<file path="config.mk">
export PLATFORM = sky130hd
export DESIGN_NAME = ciaes_bank
export DESIGN_NICKNAME = d
export VERILOG_FILES = /design/src/core/ciaes_pkg.sv /design/src/core/ciaes_bank.sv /design/src/core/ciaes_status.sv
export SDC_FILE = /design/constraint.sdc
export NUM_CORES = 1
export LEC_CHECK = 0
export BUFFER_PORTS_ARGS = -buffer_cell sky130_fd_sc_hd__buf_4
export CELL_PAD_IN_SITES_DETAIL_PLACEMENT = 1
export CELL_PAD_IN_SITES_GLOBAL_PLACEMENT = 2
export CORE_MARGIN = 4
export CORE_UTILIZATION = 24
export DETAILED_ROUTE_END_ITERATION = 7
export HOLD_SLACK_MARGIN = 0.02
export PLACE_DENSITY = 0.89
export SETUP_SLACK_MARGIN = 0.3
export SLEW_MARGIN = 20
export SYNTH_ARGS = -nofsm -noshare
export SYNTH_HDL_FRONTEND = slang
export SYNTH_HIERARCHICAL = 1
export SYNTH_SLANG_ARGS = --single-unit
</file>
<file path="constraint.sdc">
create_clock -name sys_clk_i -period 2.85 [get_ports sys_clk_i]
set_input_delay 0.4275 -clock sys_clk_i [delete_from_list [all_inputs] [get_ports sys_clk_i]]
set_output_delay 0.4275 -clock sys_clk_i [all_outputs]
set_load 0.05 [all_outputs]
</file>
<file path="src/core/ciaes_pkg.sv">
package ciaes_pkg;

	// ----------------------------------------------------------------
	// register offsets (byte addresses, one dword each)
	// ----------------------------------------------------------------
	localparam logic [11:0] OFS_POINTER = 12'h0f8;
	localparam logic [11:0] OFS_DATA = 12'h0fc;
	localparam logic [11:0] OFS_CAP_HEADER = 12'h100;
	localparam logic [11:0] OFS_UNCOR_STATUS = 12'h104;

	// ----------------------------------------------------------------
	// field layouts
	// ----------------------------------------------------------------
	localparam int ADDR_W = 12;
	localparam int DWORD_LO = 2;
	localparam int PTR_W = 10;
	localparam int CAP_ID_LO = 0;
	localparam int CAP_VER_LO = 16;
	localparam int NXT_PTR_LO = 20;
	localparam int NXT_PTR_W = 12;

	// ----------------------------------------------------------------
	// reset and fixed values
	// ----------------------------------------------------------------
	localparam logic [15:0] CAPABILITY_IDENTIFIER = 16'h0001;
	localparam logic [3:0] CAPABILITY_VERSION = 4'h1;
	localparam logic [NXT_PTR_W-1:0] NEXT_PTR_RESET = 12'h200;
	localparam logic [PTR_W-1:0] POINTER_RESET = 10'h000;
	localparam logic [31:0] DATA_ZERO = 32'h0000_0000;
	localparam logic [31:0] STATUS_RESET = 32'h0000_0000;

	// ----------------------------------------------------------------
	// uncorrectable error status bit positions
	// ----------------------------------------------------------------
	localparam int ST_OBSOLETE = 0;
	localparam int ST_LINK_PROTOCOL = 4;
	localparam int ST_SURPRISE_DOWN = 5;
	localparam int ST_POISONED = 12;
	localparam int ST_FLOW_CONTROL = 13;
	localparam int ST_COMPLETION_TIMEOUT = 14;
	localparam int ST_COMPLETER_ABORT = 15;
	localparam int ST_UNEXPECTED_CPL = 16;
	localparam int ST_RX_OVERFLOW = 17;
	localparam int ST_MALFORMED = 18;
	localparam int ST_ECRC = 19;
	localparam int ST_UNSUPPORTED = 20;
	localparam int ST_ACCESS_CONTROL = 21;

	// bits that hardware may ever set; everything else reads zero
	localparam logic [31:0] STATUS_SETTABLE = 32'h001f_3030;

	// ----------------------------------------------------------------
	// state types
	// ----------------------------------------------------------------
	typedef struct packed {
		logic [PTR_W-1:0] pointer;
		logic [NXT_PTR_W-1:0] next_ptr;
		logic ack;
		logic [31:0] rdata;
	} ciaes_bank_state_t;

	typedef struct packed {
		logic [31:0] status;
	} ciaes_status_state_t;

endpackage : ciaes_pkg

</file>
<file path="src/core/ciaes_bank.sv">
`timescale 1ns/100ps

module ciaes_bank (
	// clock and resets
	input wire logic sys_clk_i,
	input wire logic rst_n_i,
	input wire logic por_n_i,
	// configuration access port (host config space or SMBus slave)
	input wire logic cfg_req_i,
	input wire logic cfg_wr_i,
	input wire logic cfg_smbus_i,
	input wire logic [11:0] cfg_addr_i,
	input wire logic [3:0] cfg_be_i,
	input wire logic [31:0] cfg_wdata_i,
	output logic cfg_ack_o,
	output logic [31:0] cfg_rdata_o,
	// write lock for the next capability pointer
	input wire logic next_ptr_unlock_i,
	// rest of the port's configuration space
	output logic ext_req_o,
	output logic ext_wr_o,
	output logic [11:0] ext_addr_o,
	output logic [3:0] ext_be_o,
	output logic [31:0] ext_wdata_o,
	input wire logic [31:0] ext_rdata_i,
	// error events, one-cycle pulses from the port logic
	input wire logic err_link_protocol_i,
	input wire logic err_surprise_down_i,
	input wire logic surprise_down_report_capable_i,
	input wire logic err_poisoned_i,
	input wire logic err_flow_control_i,
	input wire logic err_unexpected_cpl_i,
	input wire logic err_rx_overflow_i,
	input wire logic err_malformed_i,
	input wire logic err_ecrc_i,
	input wire logic err_unsupported_i,
	// status for the error logging logic
	output logic [31:0] uncorrectable_error_status_o
);

	// ----------------------------------------------------------------
	// helpers
	// ----------------------------------------------------------------
	function automatic logic at_offset(input logic [11:0] addr, input logic [11:0] ofs);
		at_offset = (addr[ciaes_pkg::ADDR_W-1:ciaes_pkg::DWORD_LO]
			== ofs[ciaes_pkg::ADDR_W-1:ciaes_pkg::DWORD_LO]);
	endfunction : at_offset

	function automatic logic [31:0] lane_mask(input logic [3:0] be);
		lane_mask = {{8{be[3]}}, {8{be[2]}}, {8{be[1]}}, {8{be[0]}}};
	endfunction : lane_mask

	function automatic logic [31:0] merge(input logic [31:0] old_val,
			input logic [31:0] new_val, input logic [3:0] be);
		merge = (old_val & ~lane_mask(be)) | (new_val & lane_mask(be));
	endfunction : merge

	// ----------------------------------------------------------------
	// state
	// ----------------------------------------------------------------
	ciaes_pkg::ciaes_bank_state_t q;
	ciaes_pkg::ciaes_bank_state_t next_q;

	logic indirect;
	logic blocked;
	logic [11:0] target;
	logic hit_pointer;
	logic hit_cap;
	logic hit_status;
	logic hit_own;
	logic [31:0] pointer_word;
	logic [31:0] cap_word;
	logic [31:0] read_val;
	logic [31:0] merged;
	logic [31:0] status_clear;
	logic [31:0] status_val;
	logic [31:0] events;

	// ----------------------------------------------------------------
	// sticky error status
	// ----------------------------------------------------------------
	always_comb begin
		events = ciaes_pkg::STATUS_RESET;
		events[ciaes_pkg::ST_LINK_PROTOCOL] = err_link_protocol_i;
		events[ciaes_pkg::ST_SURPRISE_DOWN] = err_surprise_down_i;
		events[ciaes_pkg::ST_POISONED] = err_poisoned_i;
		events[ciaes_pkg::ST_FLOW_CONTROL] = err_flow_control_i;
		events[ciaes_pkg::ST_UNEXPECTED_CPL] = err_unexpected_cpl_i;
		events[ciaes_pkg::ST_RX_OVERFLOW] = err_rx_overflow_i;
		events[ciaes_pkg::ST_MALFORMED] = err_malformed_i;
		events[ciaes_pkg::ST_ECRC] = err_ecrc_i;
		events[ciaes_pkg::ST_UNSUPPORTED] = err_unsupported_i;
	end

	ciaes_status u_status (
		.sys_clk_i(sys_clk_i),
		.por_n_i(por_n_i),
		.events_i(events),
		.surprise_down_report_capable_i(surprise_down_report_capable_i),
		.clear_i(status_clear),
		.status_o(status_val)
	);

	// ----------------------------------------------------------------
	// target selection
	// ----------------------------------------------------------------
	always_comb begin
		indirect = at_offset(cfg_addr_i, ciaes_pkg::OFS_DATA);
		// the pointer always names a whole dword, so the low bits are zero
		target = indirect ? {q.pointer, 2'b00} : {cfg_addr_i[11:2], 2'b00};
		// SMBus may not use the window; the window may not point at itself
		blocked = indirect
			& (cfg_smbus_i | at_offset(target, ciaes_pkg::OFS_DATA));
		hit_pointer = at_offset(target, ciaes_pkg::OFS_POINTER);
		hit_cap = at_offset(target, ciaes_pkg::OFS_CAP_HEADER);
		hit_status = at_offset(target, ciaes_pkg::OFS_UNCOR_STATUS);
		hit_own = hit_pointer | hit_cap | hit_status
			| at_offset(target, ciaes_pkg::OFS_DATA);
	end

	// ----------------------------------------------------------------
	// register images
	// ----------------------------------------------------------------
	always_comb begin
		pointer_word = ciaes_pkg::DATA_ZERO;
		pointer_word[ciaes_pkg::ADDR_W-1:ciaes_pkg::DWORD_LO] = q.pointer;
		cap_word = ciaes_pkg::DATA_ZERO;
		cap_word[ciaes_pkg::CAP_VER_LO-1:ciaes_pkg::CAP_ID_LO]
			= ciaes_pkg::CAPABILITY_IDENTIFIER;
		cap_word[ciaes_pkg::NXT_PTR_LO-1:ciaes_pkg::CAP_VER_LO]
			= ciaes_pkg::CAPABILITY_VERSION;
		cap_word[31:ciaes_pkg::NXT_PTR_LO] = q.next_ptr;
	end

	always_comb begin
		if (hit_pointer) begin
			read_val = pointer_word;
		end else if (hit_cap) begin
			read_val = cap_word;
		end else if (hit_status) begin
			read_val = status_val;
		end else if (hit_own) begin
			read_val = ciaes_pkg::DATA_ZERO;
		end else begin
			read_val = ext_rdata_i;
		end
	end

	// ----------------------------------------------------------------
	// rest of the configuration space
	// ----------------------------------------------------------------
	// forwarded in the request cycle; the far side answers combinationally
	assign ext_req_o = cfg_req_i & ~blocked & ~hit_own;
	assign ext_wr_o = cfg_wr_i;
	assign ext_addr_o = target;
	assign ext_be_o = cfg_be_i;
	assign ext_wdata_o = cfg_wdata_i;

	// ----------------------------------------------------------------
	// write path
	// ----------------------------------------------------------------
	always_comb begin
		merged = ciaes_pkg::DATA_ZERO;
		status_clear = ciaes_pkg::DATA_ZERO;
		next_q = q;
		next_q.ack = cfg_req_i;
		if (cfg_req_i) begin
			// blocked window reads return zero instead of the target
			next_q.rdata = blocked ? ciaes_pkg::DATA_ZERO : read_val;
			if (cfg_wr_i && !blocked) begin
				if (hit_pointer) begin
					merged = merge(pointer_word, cfg_wdata_i, cfg_be_i);
					next_q.pointer = merged[ciaes_pkg::ADDR_W-1:ciaes_pkg::DWORD_LO];
				end
				if (hit_cap && next_ptr_unlock_i) begin
					merged = merge(cap_word, cfg_wdata_i, cfg_be_i);
					next_q.next_ptr = merged[31:ciaes_pkg::NXT_PTR_LO];
				end
				if (hit_status) begin
					status_clear = cfg_wdata_i & lane_mask(cfg_be_i);
				end
			end
		end
	end

	// ----------------------------------------------------------------
	// registers; the window itself holds no storage of its own
	// ----------------------------------------------------------------
	always_ff @(posedge sys_clk_i) begin
		if (!rst_n_i) begin
			q.pointer <= ciaes_pkg::POINTER_RESET;
			q.next_ptr <= ciaes_pkg::NEXT_PTR_RESET;
			q.ack <= 1'b0;
			q.rdata <= ciaes_pkg::DATA_ZERO;
		end else begin
			q <= next_q;
		end
	end

	assign cfg_ack_o = q.ack;
	assign cfg_rdata_o = q.rdata;
	assign uncorrectable_error_status_o = status_val;

endmodule : ciaes_bank

</file>
<file path="src/core/ciaes_status.sv">
`timescale 1ns/100ps

module ciaes_status (
	// clock and power-on reset
	input wire logic sys_clk_i,
	input wire logic por_n_i,
	// error events, bit-aligned to the status layout
	input wire logic [31:0] events_i,
	input wire logic surprise_down_report_capable_i,
	// write-one-to-clear strobe
	input wire logic [31:0] clear_i,
	// register contents
	output logic [31:0] status_o
);

	ciaes_pkg::ciaes_status_state_t q;
	ciaes_pkg::ciaes_status_state_t next_q;
	logic [31:0] set_vec;

	always_comb begin
		set_vec = events_i;
		// surprise down only counts when the link advertises reporting
		set_vec[ciaes_pkg::ST_SURPRISE_DOWN] = events_i[ciaes_pkg::ST_SURPRISE_DOWN]
			& surprise_down_report_capable_i;
		// obsolete, hardwired and reserved positions never latch
		set_vec = set_vec & ciaes_pkg::STATUS_SETTABLE;
		next_q = q;
		// a set in the same cycle as its clear wins, so no event is lost
		next_q.status = ((q.status & ~clear_i) | set_vec)
			& ciaes_pkg::STATUS_SETTABLE;
	end

	// sticky: only the power-on reset or a write-one-to-clear returns these bits to zero
	always_ff @(posedge sys_clk_i) begin
		if (!por_n_i) begin
			q.status <= ciaes_pkg::STATUS_RESET;
		end else begin
			q <= next_q;
		end
	end

	assign status_o = q.status;

endmodule : ciaes_status

</file>
[Word-level counts from Yosys, hierarchy flattened]
Cells that the tools add are included.
Word-level totals
  output and inout bits: 115
  register bits after elaboration: 64
Cells by class
  muxes and demuxes: 9
  eq/ne operators: 5
  bitwise logic cells: 19
  reductions and logical operators: 5
Operator list (number)
  $mux 32: 5
  $and 32x32->32: 2
  $mux 21: 3
  $not 32->32: 1
  $or 32x32->32: 1
  $eq 10x6->1 const B: 3
  $and 21x21->21: 1
  $not 21->21: 1
  $or 21x21->21: 1
  $eq 10x7->1 const B: 2
  $and 12x12->12: 1
  $mux 12: 1
  $or 12x12->12: 1
  $reduce_and 3->1: 2
  $and 1x1->1: 4
  $or 1x1->1: 4
  $logic_and 1x1->1: 2
  $not 1->1: 2
  $logic_not 1->1: 1

[Logic depth before layout (Yosys ltp)]
  depth after elaboration: 12
  gate-level depth with buffers: 9
  depth with buffers taken out: 8

[Hierarchy]
Netlist, hierarchy kept.
Modules (own cells, without submodules)
  ciaes_bank: area each 3405.8 sq um, times used 1, cells an instance 407
  ciaes_status: area each 499.2 sq um, times used 1, cells an instance 53

[Worst setup path after synthesis]
OpenSTA, ideal clock, no wires.
  path type: input port to output port
  from: in cfg_addr_i[8]
  to: out ext_addr_o[3]
  path buffers: 1
  path slack: 0.270 ns
  arrival time: 2.152 ns
  stages: 4
  cell sequence: or4_1 -> buf_2 -> nor3_1 -> mux2_2
On the way
  longest elaborated chain between the ends: 2
RTL lines
  start: declaration: line ciaes_bank.sv:12  | input wire logic [11:0] cfg_addr_i,
  $eq 10x6->1: line ciaes_bank.sv:46  | == ofs[ciaes_pkg::ADDR_W-1:ciaes_pkg::DWORD_LO]);
  $mux 12: line ciaes_bank.sv:110  | target = indirect ? {q.pointer, 2'b00} : {cfg_addr_i[11:2], 2'b00};
  end: declaration: line ciaes_bank.sv:22  | output logic [11:0] ext_addr_o,
Every way passes these cells.

==> results.json <==
{
  "run_status": "finished, final reports clean",
  "maxCapViolCount": 0,
  "peakVddDrop_v": 0.0002435,
  "grt_pass1_vias": 4120,
  "via_per_inst": 4.729,
  "drc": 0,
  "synth_area_sq_mm": 0.003745,
  "finClkSkew_ns": 0.005428,
  "core_sq_mm": 0.01526,
  "hold_viol_final": 0,
  "diodes": 0,
  "dr.pass1.iters": 4,
  "die_area_sq_mm": 0.01767,
  "clkTransAtPathRegs_ns": 0.06,
  "required_ns": 2.42,
  "avgSynthCellArea_sq_um": 8.609,
  "clk_latency_ns": 0.33,
  "wl_per_cell_microns": 18.28,
  "p_leak_nw": 2.385,
  "worst_pin_slew_ns": 0.6524,
  "final.setup.tns_ns": 0,
  "start_kind": "register",
  "crit_path_end_kind": "primary output",
  "cts_sinks": 64,
  "grt_overflow": 0,
  "yosysWarnings": 6,
  "cts_max_level": 3,
  "post-route-min-period_ns": 2.471,
  "grt_max_degree": 25,
  "hold_class": "in -> reg",
  "holdWs_ns": 0.2961,
  "final_nets": 682,
  "report.final.setup_viol": 0,
  "grt_pass1_wl_mm": 22.63,
  "cts_buffers": 9,
  "ctsHoldBuffers": 0,
  "fmax_mhz": 404.7,
  "vias": 3788,
  "initial_core_util": 0.2454,
  "antenna_found_initial": 0,
  "seq_area_sq_mm": 0.001289,
  "finish.utilization": 0.3556,
  "synthCells": 435,
  "cts_buffer_depth": 2,
  "ant_nets": 0,
  "finalWirelength_mm": 14.64,
  "drtIter0Drc": 97,
  "ios": 212,
  "grt_setup_unrepaired": "false",
  "power_density_mw_per_mm2": 524.0,
  "areaGrowthSynthToFinish_pct": 44.87,
  "place_hpwl_mm": 11.69,
  "globalplace.congestion": 0.7900,
  "multi_input_area_sq_mm": 0.001959,
  "critPathArrivalTime_ns": 2.04,
  "fp-row-count": 45,
  "place.port_buffers": 176,
  "die_h_microns": 132.9,
  "path_class": "reg -> out",
  "fin_crit_sh": 0.8670,
  "nFillCells": 1804,
  "relSlewSlack": 0.5596,
  "grt_use_total": 0.1620,
  "dieWidth_microns": 132.9,
  "slew_viol_final": 0,
  "cts_tree": "built",
  "cts_root_buf": "clkbuf_16",
  "crit_fanout": 5,
  "drive_gt1_frac": 0.4119
}
-- report_power, final --
group	internal [mW]	total [mW]	switching, mW
logic	0.230	0.704	0.474
registers	0.930	0.957	0.0277
clock network	0.789	1.18	0.392
total	1.95	2.84	0.894
-- layer usage --
metal,up-vias,global-route usage,share of wire
li1,1807,-,-
met1,1832,0.1953,0.42
met2,125,0.2745,0.49
met3,24,0.04068,0.065
met4,0,0.06640,0.026
met5,-,0,0
-- placed cells by master (no fill, tap or decap), types with 12 or more instances in the layout --
cell,instances
nand3_1,29
a22oi_1,12
conb_1,25
nor2_1,18
a21oi_1,12
dfxtp_1,62
o21ai_0,33
a32oi_1,13
buf_4,200
o21a_1,16
nand2_1,28
-- timing repair --
item                                    4_1_cts  5_1_grt
endpoints found under the setup margin       11       14
pin swaps                                     5        3
resized for setup                            11        1
gates cloned                                  1        0
setup buffers                                 4        4
-- layout make-up --
type	count	area share
multi-input combinational	299	0.3612
timing repair buffer	203	0.2885
sequential	64	0.2375
tap	211	0.04866
clock buffer	13	0.04613
clock inverter	3	0.01199
inverter	8	0.005996
-- critical path, stage by stage (launching register included) --
cell and delay (ns):
dfxtp_1 0.35, or2_2 0.35, o31a_1 0.36, or2_2 0.30
and4_4 0.21, buf_6 0.15
-- metrics by stage --
| step | cell area, sq um | worst slack (ns) | cells | power (mW) |
|---|---|---|---|---|
| finish | 5425 | 0.3790 | 801 | 2.843 |
| global route | 5425 | 0.3081 | 801 | 2.965 |
| CTS | 5391 | 0.3092 | 797 | 2.881 |
| detailed placement | 4974 | 0.1691 | 776 | 1.673 |
| global placement | 4974 | 0.2085 | 776 | 1.663 |
| floorplan | 3839 | 0.3176 | 458 | 1.479 |
-- worst paths after layout --
check / end / slack [ns] / depth (start not counted) / startpoint
max reg2reg: cfg_rdata_o[0]$_SDFFE_PN0P_ / 0.41 / 8 / register
max: ext_req_o / 0.38 / 5 / register
min: register / 0.30 / 2 / rst_n_i
min reg2reg: cfg_rdata_o[16]$_SDFFE_PN0P_ / 0.46 / 2 / cfg_rdata_o[16]$_SDFFE_PN0P_
(Power assumes the default switching activity.)
